[config.mk]
export PLATFORM = sky130hd
export DESIGN_NAME = cpc_core
export DESIGN_NICKNAME = d
export VERILOG_FILES = /design/src/cpc_pkg.sv /design/src/cpc_sync2.sv /design/src/cpc_core.sv
export SDC_FILE = /design/constraint.sdc
export NUM_CORES = 1
export LEC_CHECK = 0
export ABC_AREA = 0
export BUFFER_PORTS_ARGS = -buffer_cell sky130_fd_sc_hd__buf_2
export CAP_MARGIN = 20
export CELL_PAD_IN_SITES_DETAIL_PLACEMENT = 1
export CELL_PAD_IN_SITES_GLOBAL_PLACEMENT = 2
export CORE_MARGIN = 4
export CORE_UTILIZATION = 44
export CTS_CLUSTER_DIAMETER = 200
export CTS_CLUSTER_SIZE = 14
export DETAILED_ROUTE_END_ITERATION = 8
export HOLD_SLACK_MARGIN = 0.05
export PLACE_DENSITY_LB_ADDON = 0.1
export SLEW_MARGIN = 20
export SYNTH_ARGS = -nofsm -noshare
export SYNTH_HDL_FRONTEND = slang
export SYNTH_SLANG_ARGS = --single-unit
[constraint.sdc]
create_clock -name mclk -period 4.65 [get_ports mclk]
set_input_delay 0.2325 -clock mclk [delete_from_list [all_inputs] [get_ports mclk]]
set_output_delay 0.2325 -clock mclk [all_outputs]
set_load 0.03 [all_outputs]
[src/cpc_pkg.sv]
package cpc_pkg;

    // ****************************************
    // modes and widths
    // ****************************************
    typedef enum logic [2:0] {
        output_voltage_mode,
        output_current_mode,
        input_voltage_mode,
        input_current_mode,
        rtd_tc_mode
    } cpc_mode_t;

    localparam int ADDR_W = 7;
    localparam int DATA_W = 24;
    localparam int FRAME_BITS_PLAIN = 32;
    localparam int FRAME_BITS_CHK = 40;
    localparam int CHK_W = 8;
    localparam int NUM_INPUTS = 8;

    // input port bit positions in the in-use mask
    localparam int SENSE_ONE_BIT = 0;
    localparam int SENSE_TWO_BIT = 1;
    localparam int SENSE_THREE_BIT = 2;
    localparam int COLD_A_BIT = 6;
    localparam int COLD_B_BIT = 7;

    // range scaling in percent of nominal
    localparam int FULL_SCALE_PCT = 125;
    localparam int LINEAR_PCT = 105;

    // general configuration register layout (own placement)
    localparam int CFG_MODE_LSB = 0;
    localparam int CFG_WIRING_BIT = 4;
    localparam int CFG_CHK_EN_BIT = 5;
    localparam logic [DATA_W-1:0] CFG_RESET = 24'h000000;
    localparam logic [DATA_W-1:0] INT_EN_RESET = 24'h000000;
    localparam logic [DATA_W-1:0] DAC_RESET = 24'h000000;

    // register addresses (own placement)
    localparam logic [ADDR_W-1:0] ADDR_CFG = 7'h01;
    localparam logic [ADDR_W-1:0] ADDR_INT_STAT = 7'h02;
    localparam logic [ADDR_W-1:0] ADDR_INT_EN = 7'h03;
    localparam logic [ADDR_W-1:0] ADDR_DAC = 7'h04;
    localparam logic [ADDR_W-1:0] ADDR_ADC = 7'h05;

    // interrupt status bit positions
    localparam int INT_RDY_BIT = 0;
    localparam int INT_LOAD_BIT = 1;

    // link clock timing
    localparam real LINK_CLK_NS = 1.0e3 / 7.3728;
    localparam real MCLK_NS = 5.0;

    typedef struct packed {
        logic [ADDR_W-1:0] addr;
        logic wr;
        logic [DATA_W-1:0] data;
    } cpc_cmd_t;

    typedef struct packed {
        logic sync;
        logic load_n;
        logic rst_n;
    } cpc_strobe_t;

endpackage

[src/cpc_sync2.sv]
`timescale 1ns/10ps
module cpc_sync2
    import cpc_pkg::*;
#(
    parameter int W = 1
) (
    // clock and reset
    input wire logic mclk,
    input wire logic resetn,
    // data
    input wire logic [W-1:0] async_in,
    output logic [W-1:0] sync_out
);
    logic [W-1:0] meta_q;
    logic [W-1:0] meta_d;
    logic [W-1:0] sync_q;
    logic [W-1:0] sync_d;

    initial begin
        if (W < 1) $error("width must be positive");
    end

    always_comb begin
        meta_d = async_in;
        sync_d = meta_q;
    end

    always_ff @(posedge mclk or negedge resetn) begin
        if (!resetn) begin
            meta_q <= '0;
            sync_q <= '0;
        end else begin
            meta_q <= meta_d;
            sync_q <= sync_d;
        end
    end

    assign sync_out = sync_q;
endmodule

[src/cpc_core.sv]
`timescale 1ns/10ps
// What this block does
// host feeds the optional external clock at 7.3728MHz
// sync input resets modulator and filter state
// ready goes low when a new conversion result exists
// reading a sample returns ready high; ready always driven
// open-drain interrupt pulls low from status and enable registers
// reset low restores defaults, floats output, stops conversion
// serial data output floats while chip select is high
// serial activity ignored unless chip select is low
// load strobe low moves dac data register to the output
// load strobe ignored while reset input is low
// five modes selected in the general configuration register
// mode decides inputs in use; conversion independent of output
// current output reserves inputs one, two; voltage uses three
// both auxiliary inputs always available for conversion
// wiring bit enables the safety feedback switch
// full scale 125 percent, linear 105 percent of nominal
// host halves dac codes, doubles adc codes for narrow ranges
// frame is 7-bit address, read/write bit, 24-bit payload
// frame is four bytes, five with checksum enabled
// sync, load and reset inputs pass a two-stage synchroniser
module cpc_core
    import cpc_pkg::*;
#(
    parameter int DIV = 4
) (
    // clock and reset
    input wire logic mclk,
    input wire logic resetn,
    // host strobes
    input wire logic sync_in,
    input wire logic dac_load_strobe_n,
    input wire logic rst_pin_n,
    output logic ready_n,
    output logic int_o,
    output logic int_oe,
    // serial link
    input wire logic sclk,
    input wire logic cs_n,
    input wire logic sdi,
    output logic sdo_o,
    output logic sdo_oe,
    // analog side
    input wire logic [DATA_W-1:0] adc_result,
    output logic [DATA_W-1:0] dac_out,
    output logic dac_out_en,
    output logic [NUM_INPUTS-1:0] inputs_in_use,
    output logic [NUM_INPUTS-1:0] inputs_free,
    output logic wiring_switch_on,
    output logic adc_run,
    output logic filter_clear
);
    // ****************************************
    // synchronisers
    // ****************************************
    logic [5:0] raw;
    logic [5:0] syn;
    // active-low pins pass inverted so reset leaves them at idle
    assign raw = {sync_in, !dac_load_strobe_n, !rst_pin_n, sclk, !cs_n, sdi};

    cpc_sync2 #(.W(6)) cpc_sync2_inst (
        .mclk(mclk),
        .resetn(resetn),
        .async_in(raw),
        .sync_out(syn)
    );

    logic s_sync, s_load_n, s_rst_n, s_sclk, s_cs_n, s_sdi;
    logic s_load, s_rst, s_cs;
    assign {s_sync, s_load, s_rst, s_sclk, s_cs, s_sdi} = syn;
    assign s_load_n = !s_load;
    assign s_rst_n = !s_rst;
    assign s_cs_n = !s_cs;

    initial begin
        if (DIV < 2 || DIV > 65536) $error("divider out of range");
    end

    // ****************************************
    // state
    // ****************************************
    logic [DATA_W-1:0] cfg_q, cfg_d, inten_q, inten_d, dac_q, dac_d;
    logic [DATA_W-1:0] istat_q, istat_d;
    logic [DATA_W-1:0] sample_q, sample_d;
    logic [39:0] shift_q, shift_d, tx_q, tx_d;
    logic [5:0] cnt_q, cnt_d;
    logic sclk_q, sclk_d, load_n_q, load_n_d, rdy_n_q, rdy_n_d;
    logic dac_en_q, dac_en_d, run_q, run_d, clr_q, clr_d;
    logic sdo_q, sdo_d, sdo_oe_q, sdo_oe_d, int_q, int_d;
    logic [15:0] div_q, div_d;
    logic [NUM_INPUTS-1:0] use_q, use_d;
    logic wsw_q, wsw_d;

    function automatic logic [NUM_INPUTS-1:0] use_mask(
        input logic [2:0] m
    );
        logic [NUM_INPUTS-1:0] r;
        r = '0;
        r[COLD_A_BIT] = 1'b0;
        case (cpc_mode_t'(m))
            output_current_mode: begin
                r[SENSE_ONE_BIT] = 1'b1;
                r[SENSE_TWO_BIT] = 1'b1;
            end
            output_voltage_mode: r[SENSE_THREE_BIT] = 1'b1;
            default: r = '0;
        endcase
        return r;
    endfunction

    logic rise, fall, frame_end, sample_ev, rd_sample;
    logic chk_en;
    cpc_cmd_t cmd;
    logic [5:0] frame_len;

    always_comb begin
        chk_en = cfg_q[CFG_CHK_EN_BIT];
        frame_len = 6'(FRAME_BITS_PLAIN);
        if (chk_en) frame_len = 6'(FRAME_BITS_CHK);
        rise = s_sclk && !sclk_q && !s_cs_n;
        fall = !s_sclk && sclk_q && !s_cs_n;
        shift_d = shift_q;
        cnt_d = cnt_q;
        tx_d = tx_q;
        cfg_d = cfg_q;
        inten_d = inten_q;
        dac_d = dac_q;
        istat_d = istat_q;
        frame_end = 1'b0;
        cmd = '0;
        if (s_cs_n) begin
            cnt_d = '0;
        end else if (rise) begin
            shift_d = {shift_q[38:0], s_sdi};
            cnt_d = cnt_q + 6'h01;
            if (cnt_q == 6'h07) begin
                case (shift_q[6:0])
                    ADDR_CFG: tx_d = {cfg_q, 16'h0000};
                    ADDR_INT_STAT: tx_d = {istat_q, 16'h0000};
                    ADDR_INT_EN: tx_d = {inten_q, 16'h0000};
                    ADDR_DAC: tx_d = {dac_q, 16'h0000};
                    ADDR_ADC: tx_d = {sample_q, 16'h0000};
                    default: tx_d = '0;
                endcase
            end
            if (cnt_q + 6'h01 == frame_len) begin
                frame_end = 1'b1;
            end
        end else if (fall && cnt_q >= 6'h09) begin
            tx_d = {tx_q[38:0], 1'b0};
        end
        // frame layout: address, read/write, payload
        if (chk_en) begin
            cmd = cpc_cmd_t'(shift_d[39:8]);
        end else begin
            cmd = cpc_cmd_t'(shift_d[31:0]);
        end
        rd_sample = frame_end && !cmd.wr && cmd.addr == ADDR_ADC;
        if (frame_end && cmd.wr) begin
            case (cmd.addr)
                ADDR_CFG: cfg_d = cmd.data;
                ADDR_INT_EN: inten_d = cmd.data;
                ADDR_DAC: dac_d = cmd.data;
                ADDR_INT_STAT: istat_d = istat_q & ~cmd.data;
                default: cfg_d = cfg_q;
            endcase
        end
        // sample and load events set status; set wins over clear
        if (sample_ev) istat_d[INT_RDY_BIT] = 1'b1;
        if (!s_load_n && load_n_q && s_rst_n) istat_d[INT_LOAD_BIT] = 1'b1;
        // sdo floats unless selected
        sdo_d = tx_q[39];
        sdo_oe_d = !s_cs_n;
    end

    // conversion engine on divided rate
    always_comb begin
        sclk_d = s_sclk;
        load_n_d = s_load_n;
        div_d = (div_q == 16'(DIV - 1)) ? 16'h0000 : div_q + 16'h0001;
        run_d = s_rst_n;
        clr_d = s_sync || !s_rst_n;
        if (clr_q) div_d = 16'h0000;
        sample_ev = run_q && !clr_q && div_q == 16'(DIV - 1);
        sample_d = sample_ev ? adc_result : sample_q;
        rdy_n_d = rdy_n_q;
        if (sample_ev) rdy_n_d = 1'b0;
        else if (rd_sample) rdy_n_d = 1'b1;
        if (!s_rst_n) rdy_n_d = 1'b1;
        dac_en_d = dac_en_q;
        if (!s_load_n && load_n_q && s_rst_n) begin
            dac_en_d = 1'b1;
        end
        if (!s_rst_n) dac_en_d = 1'b0;
        use_d = use_mask(cfg_q[CFG_MODE_LSB +: 3]);
        use_d[COLD_A_BIT] = 1'b0;
        use_d[COLD_B_BIT] = 1'b0;
        wsw_d = cfg_q[CFG_WIRING_BIT];
        int_d = |(istat_q & inten_q);
    end

    logic load_fire;
    assign load_fire = !s_load_n && load_n_q && s_rst_n;
    logic [DATA_W-1:0] dac_hold_d;
    always_comb begin
        dac_hold_d = load_fire ? dac_q : dac_out;
        if (!s_rst_n) dac_hold_d = DAC_RESET;
    end

    always_ff @(posedge mclk or negedge resetn) begin
        if (!resetn) begin
            cfg_q <= CFG_RESET;
            inten_q <= INT_EN_RESET;
            dac_q <= DAC_RESET;
            istat_q <= '0;
            sample_q <= '0;
            shift_q <= '0;
            tx_q <= '0;
            cnt_q <= '0;
            sclk_q <= 1'b0;
            load_n_q <= 1'b1;
            rdy_n_q <= 1'b1;
            dac_en_q <= 1'b0;
            run_q <= 1'b0;
            clr_q <= 1'b1;
            sdo_q <= 1'b0;
            sdo_oe_q <= 1'b0;
            int_q <= 1'b0;
            div_q <= '0;
            use_q <= '0;
            wsw_q <= 1'b0;
            dac_out <= DAC_RESET;
        end else if (!s_rst_n) begin
            cfg_q <= CFG_RESET;
            inten_q <= INT_EN_RESET;
            dac_q <= DAC_RESET;
            istat_q <= '0;
            cnt_q <= '0;
            rdy_n_q <= 1'b1;
            dac_en_q <= 1'b0;
            run_q <= 1'b0;
            clr_q <= 1'b1;
            int_q <= 1'b0;
            sdo_oe_q <= sdo_oe_d;
            sdo_q <= sdo_d;
            sclk_q <= sclk_d;
            load_n_q <= load_n_d;
            dac_out <= DAC_RESET;
            use_q <= '0;
            wsw_q <= 1'b0;
        end else begin
            cfg_q <= cfg_d;
            inten_q <= inten_d;
            dac_q <= dac_d;
            istat_q <= istat_d;
            sample_q <= sample_d;
            shift_q <= shift_d;
            tx_q <= tx_d;
            cnt_q <= cnt_d;
            sclk_q <= sclk_d;
            load_n_q <= load_n_d;
            rdy_n_q <= rdy_n_d;
            dac_en_q <= dac_en_d;
            run_q <= run_d;
            clr_q <= clr_d;
            sdo_q <= sdo_d;
            sdo_oe_q <= sdo_oe_d;
            int_q <= int_d;
            div_q <= div_d;
            use_q <= use_d;
            wsw_q <= wsw_d;
            dac_out <= dac_hold_d;
        end
    end

    // ****************************************
    // outputs
    // ****************************************
    assign ready_n = rdy_n_q;
    assign int_o = 1'b0;
    assign int_oe = int_q;
    assign sdo_o = sdo_q;
    assign sdo_oe = sdo_oe_q;
    assign dac_out_en = dac_en_q;
    assign inputs_in_use = use_q;
    assign inputs_free = ~use_q;
    assign wiring_switch_on = wsw_q;
    assign adc_run = run_q;
    assign filter_clear = clr_q;

    // ****************************************
    // assertions
    // ****************************************
    a_sdo_float: assert property (
        @(posedge mclk) disable iff (!resetn)
        $past(s_cs_n) |-> !sdo_oe)
        else $error("sdo driven while deselected");
    a_ready_set: assert property (
        @(posedge mclk) disable iff (!resetn)
        sample_ev && s_rst_n |=> !ready_n)
        else $error("ready not low");
    a_ready_clr: assert property (
        @(posedge mclk) disable iff (!resetn)
        rd_sample && !sample_ev && s_rst_n |=> ready_n)
        else $error("ready stuck");
    a_int_gate: assert property (
        @(posedge mclk) disable iff (!resetn)
        s_rst_n && $past(s_rst_n) |-> int_oe == $past(|(istat_q & inten_q)))
        else $error("interrupt mismatch");
    a_reset_stop: assert property (
        @(posedge mclk) disable iff (!resetn)
        !s_rst_n |=> !dac_out_en && !adc_run)
        else $error("reset ignored");
    a_load_block: assert property (
        @(posedge mclk) disable iff (!resetn)
        !s_rst_n |=> dac_out == DAC_RESET)
        else $error("load under reset");
    a_load_move: assert property (
        @(posedge mclk) disable iff (!resetn)
        load_fire |=> dac_out == $past(dac_q) && dac_out_en)
        else $error("dac not loaded");
    a_sync_clear: assert property (
        @(posedge mclk) disable iff (!resetn)
        s_sync |=> filter_clear ##1 !sample_ev)
        else $error("sync missed");
    a_aux_free: assert property (
        @(posedge mclk) disable iff (!resetn)
        inputs_free[COLD_A_BIT] && inputs_free[COLD_B_BIT])
        else $error("aux taken");
    c_sample: cover property (@(posedge mclk) sample_ev ##[1:1000] rd_sample);
    c_load: cover property (@(posedge mclk) load_fire);
    c_frame: cover property (@(posedge mclk) frame_end && cmd.wr);
endmodule

==> summary.md <==
| Metric | Value |
|---|---|
| Outcome | completed |
| Yosys reg bits | around 250 |
| Number of buffers created by CTS | 22 |
| Worst-path fanout max | 35 |
| Reported net switching power | 1.30 mW |
| Largest net degree at the start of global routing | 110 |
| Clk root buf | clkbuf_16 |
| Gr ovfl total | 0 |
| Required @ worst endpoint | between 5000 and 6000 ps |
| DP Worst Slack | roughly 1400 ps |
| Routability cong. | between 0.8 and 0.9 |
| Post-synthesis async set-or-reset flop share | 1.00 |
| Starting Density | 0.449 |
| Clock-pin slew on the worst setup and hold paths | 70 ps |
| Pre-Repair DR Iteration Count | 5 |
| Count of final max-slew check failures | 0 |
| Chip height | 174 µm |
| RSZ-0062 raised after global routing | no |
| Seq/Total Area, Yosys | 0.523 |
| Vias per std cell | around 5.7 |
| CTS tree | built |
| Initial antenna violation count | 0 |
| Number of antenna diodes | 0 |
| Area post-placement | between 10000 and 15000 µm² |
| Worst-skew pair later-pin latency | ~530 ps |
| Critical Path Start Type | flop |
| Wire length per cell | 23.0 µm |
| DRT Wirelength | 35300 µm |
| NumNets Final | around 1200 |
| Core area | 27100 µm² |
| Max-cap viol count | 0 |
| Period utilisation layout | 0.703 |
| Row Count | 60 |
| Fin area | about 14000 µm² |
| Slew @ Worst Pin | about 1100 ps |
| Hold Crit Class | in -> reg |
| Post-Syn Area | 12200 µm² |
| VDD IR max | just over 0.0003 V |
| Leak | 6.51 nW |
| GRT Total Usage | 0.234 |
| Gate power share | 0.116 |
| I/O pins | between 80 and 90 |
| EDFF count, synth | 0 |
| Max clock buf depth | 3 |
| Post-DP HPWL | between 20000 and 25000 µm |
| Part of the power in registers | 0.501 |
| PD cells | approximately 340 nW/µm² |
| Global-route wire length before repair | between 50000 and 60000 µm |
| Clock Power Share | 0.383 |
| Internal power | 3.32 mW |
| Peak Freq | 306 MHz |
| Final setup margin | between 1000 and 1500 ps |
| Setup Skew | 22.5 ps |
| Share of cells above drive strength 1 | 0.207 |
| Layout area overhead | 12.8% |
| Worst Path Arrival | between 3000 and 4000 ps |
| Die ar. | between 30000 and 40000 µm² |
| Unique masters post-synth | 69 |
| Rel. slew slack | 0.238 |
| Total negative slack | 0 ps |
| # setup viols final | 0 |
| Die Wd | 174 µm |
| Final core occ | 0.506 |
| Final hold vios | 0 |
| Switching fraction of total power | 0.281 |
| IO buf count | just under 70 |
| Post-CTS sizing | 0 |
| CTS Sinks | around 250 |
| Synth Flop Type | dfrtp_1 |
| Vias in the first global route | around 9300 |
| Remaining antenna violation count after routing | 0 |
| Critical Path End Type | flop |
| Yosys warns | 0 |
| Final min period | roughly 3300 ps |
| H-tree levels | 1 |
| Setup CP Type | reg -> reg |
| Initial DRC count | just over 500 |
| Post-Syn Instances | 1081 |
| # DRC | 0 |
| Via count | 8713 |
| Design Power | around 4.6 mW |
| Mean Syn Cell Area | 11.2 µm² |
[worst paths after layout]
kind	startpoint	end	slack, ps	depth (start not counted)
setup / recovery	sclk_q	inten_q[1]	1380	6
hold / removal	sdi	cpc_sync2_inst.meta_q[0]	350	2
setup reg to reg	sclk_q	inten_q[1]	1380	6
hold reg to reg	cpc_sync2_inst.meta_q[5]	cpc_sync2_inst.sync_out[5]	350	0
max in group asynchronous	resetn	shift_q[28]	3010	3
min in group asynchronous	resetn	dac_out[23]	360	2
[cells in the mapped netlist, types with 2 or more instances]
library cell  number  share of area
and3b_1            2         0.0014
a221oi_1          15          0.011
buf_6              3         0.0028
xnor2_1            6         0.0043
mux2i_4            2         0.0037
a21o_1             2         0.0012
nor4_1             6         0.0031
nand2_1          209          0.065
buf_1              5         0.0015
a22oi_1           22          0.014
a21oi_1           64          0.026
a22o_1            19          0.014
or3_1              4         0.0021
buf_2             21         0.0086
o21ai_0            8         0.0033
clkbuf_1          37          0.011
ha_1               5         0.0051
or4_1              2         0.0012
inv_1             14         0.0043
nor2_1            55          0.017
mux2_2            80          0.074
conb_1             2        0.00062
dfstp_2            3         0.0065
mux2i_1           74          0.061
nand4_4            2         0.0035
dfrtp_1          251           0.52
or2_2              2         0.0010
nand3b_1           3         0.0019
nor3_1             8         0.0033
xor2_1            11         0.0079
a222oi_1           5         0.0041
a2bb2oi_1          4         0.0029
mux2_1            14          0.013
nor3b_1            4         0.0025
nor2b_1            3         0.0015
nand4_1           12         0.0062
nor4b_1            2         0.0014
nand3_1           15         0.0062
mux4_2            24          0.044
a31oi_1           17         0.0087
buf_4             16         0.0099
[logic make-up after synthesis]
logic type | share of synthesized area
AO/OA/AOI/OAI | 0.0949
XOR/XNOR | 0.0122
adder cells (fa/ha/maj) | 0.00515
buffers and inverters | 0.0389
flip-flops | 0.523
multiplexers | 0.197
other | 0.000618
AND/OR/NAND/NOR | 0.128
[power groups by stage]
stage	Sequential, mW	Clock, mW	Combinational, mW
6_report	2.31	1.77	0.535
3_3_place_gp	2.35	0	0.509
2_1_floorplan	2.31	0	0.321
4_1_cts	2.31	1.82	0.533
5_1_grt	2.32	1.91	0.569
3_5_place_dp	2.35	0	0.513
[what timing repair did]
action | in CTS | in global routing
endpoints found under the hold margin | 133 | 0
hold buffers | 31 | 0
setup buffers | 0 | 0
[layer usage]
layer,part of all wire,vias to the layer above,global-route usage
met5,0,-,0
met4,0.020,0,0.0482
met3,0.028,39,0.0281
met2,0.48,131,0.382
met1,0.47,4576,0.339
li1,-,3967,-
[per-stage QoR]
stage	hold WS, ps	std cells
finish	345	1535
global route	362	1535
CTS	320	1534
detailed placement	338	1464
global placement	334	1464
floorplan	-63.1	1090
[state kept, by name, indices dropped and copies added, names as in the netlist, 2 cells and up]
name and count:
cfg_q 24, cnt_q 6, cpc_sync2_inst.meta_q 6, cpc_sync2_inst.sync_out 6
dac_out 24, dac_q 24, div_q 16, inputs_in_use 2
inten_q 24, istat_q 24, sample_q 24, shift_q 40
tx_q 24
[critical path: stages (launching register included)]
cell,delay (ps)
dfrtp_1,420
and3b_2,730
o221ai_1,360
a22oi_1,330
nand4_2,670
buf_4,480
mux2i_1,140
[placed cells by master (no fill, tap or decap), types with 3 or more instances in the layout]
master and count:
clkbuf_16 23, a21oi_1 64, nand2_1 208, clkbuf_1 15, buf_2 68, dfrtp_1 251, mux2_1 14, mux4_2 24
mux2i_1 74, dlygate4sd3_1 31, a31oi_1 17, nand4_1 12, nor2_1 53, inv_1 14, or3_1 4, buf_4 15
conb_1 11, dfstp_2 3, mux2_2 80, nor3_1 8, a2bb2oi_1 4, nand3b_1 3, nand3_1 15, a221oi_1 15
xor2_1 11, a222oi_1 5, a22oi_1 22, a22o_1 19, ha_1 5, nor4_1 6, nor3b_1 4, o21ai_0 8
xnor2_1 6
[cell type report]
type | count | area [µm²]
Fill cell | 2913 | 13400
Sequential cell | 254 | 6360
Multi-Input combinational cell | 739 | 5380
Timing Repair Buffer | 116 | 798
Clock buffer | 38 | 632
Tap cell | 372 | 465
Inverter | 15 | 57.6
Clock inverter | 1 | 16.3
Note: power is estimated with default switching activity, not from simulation.
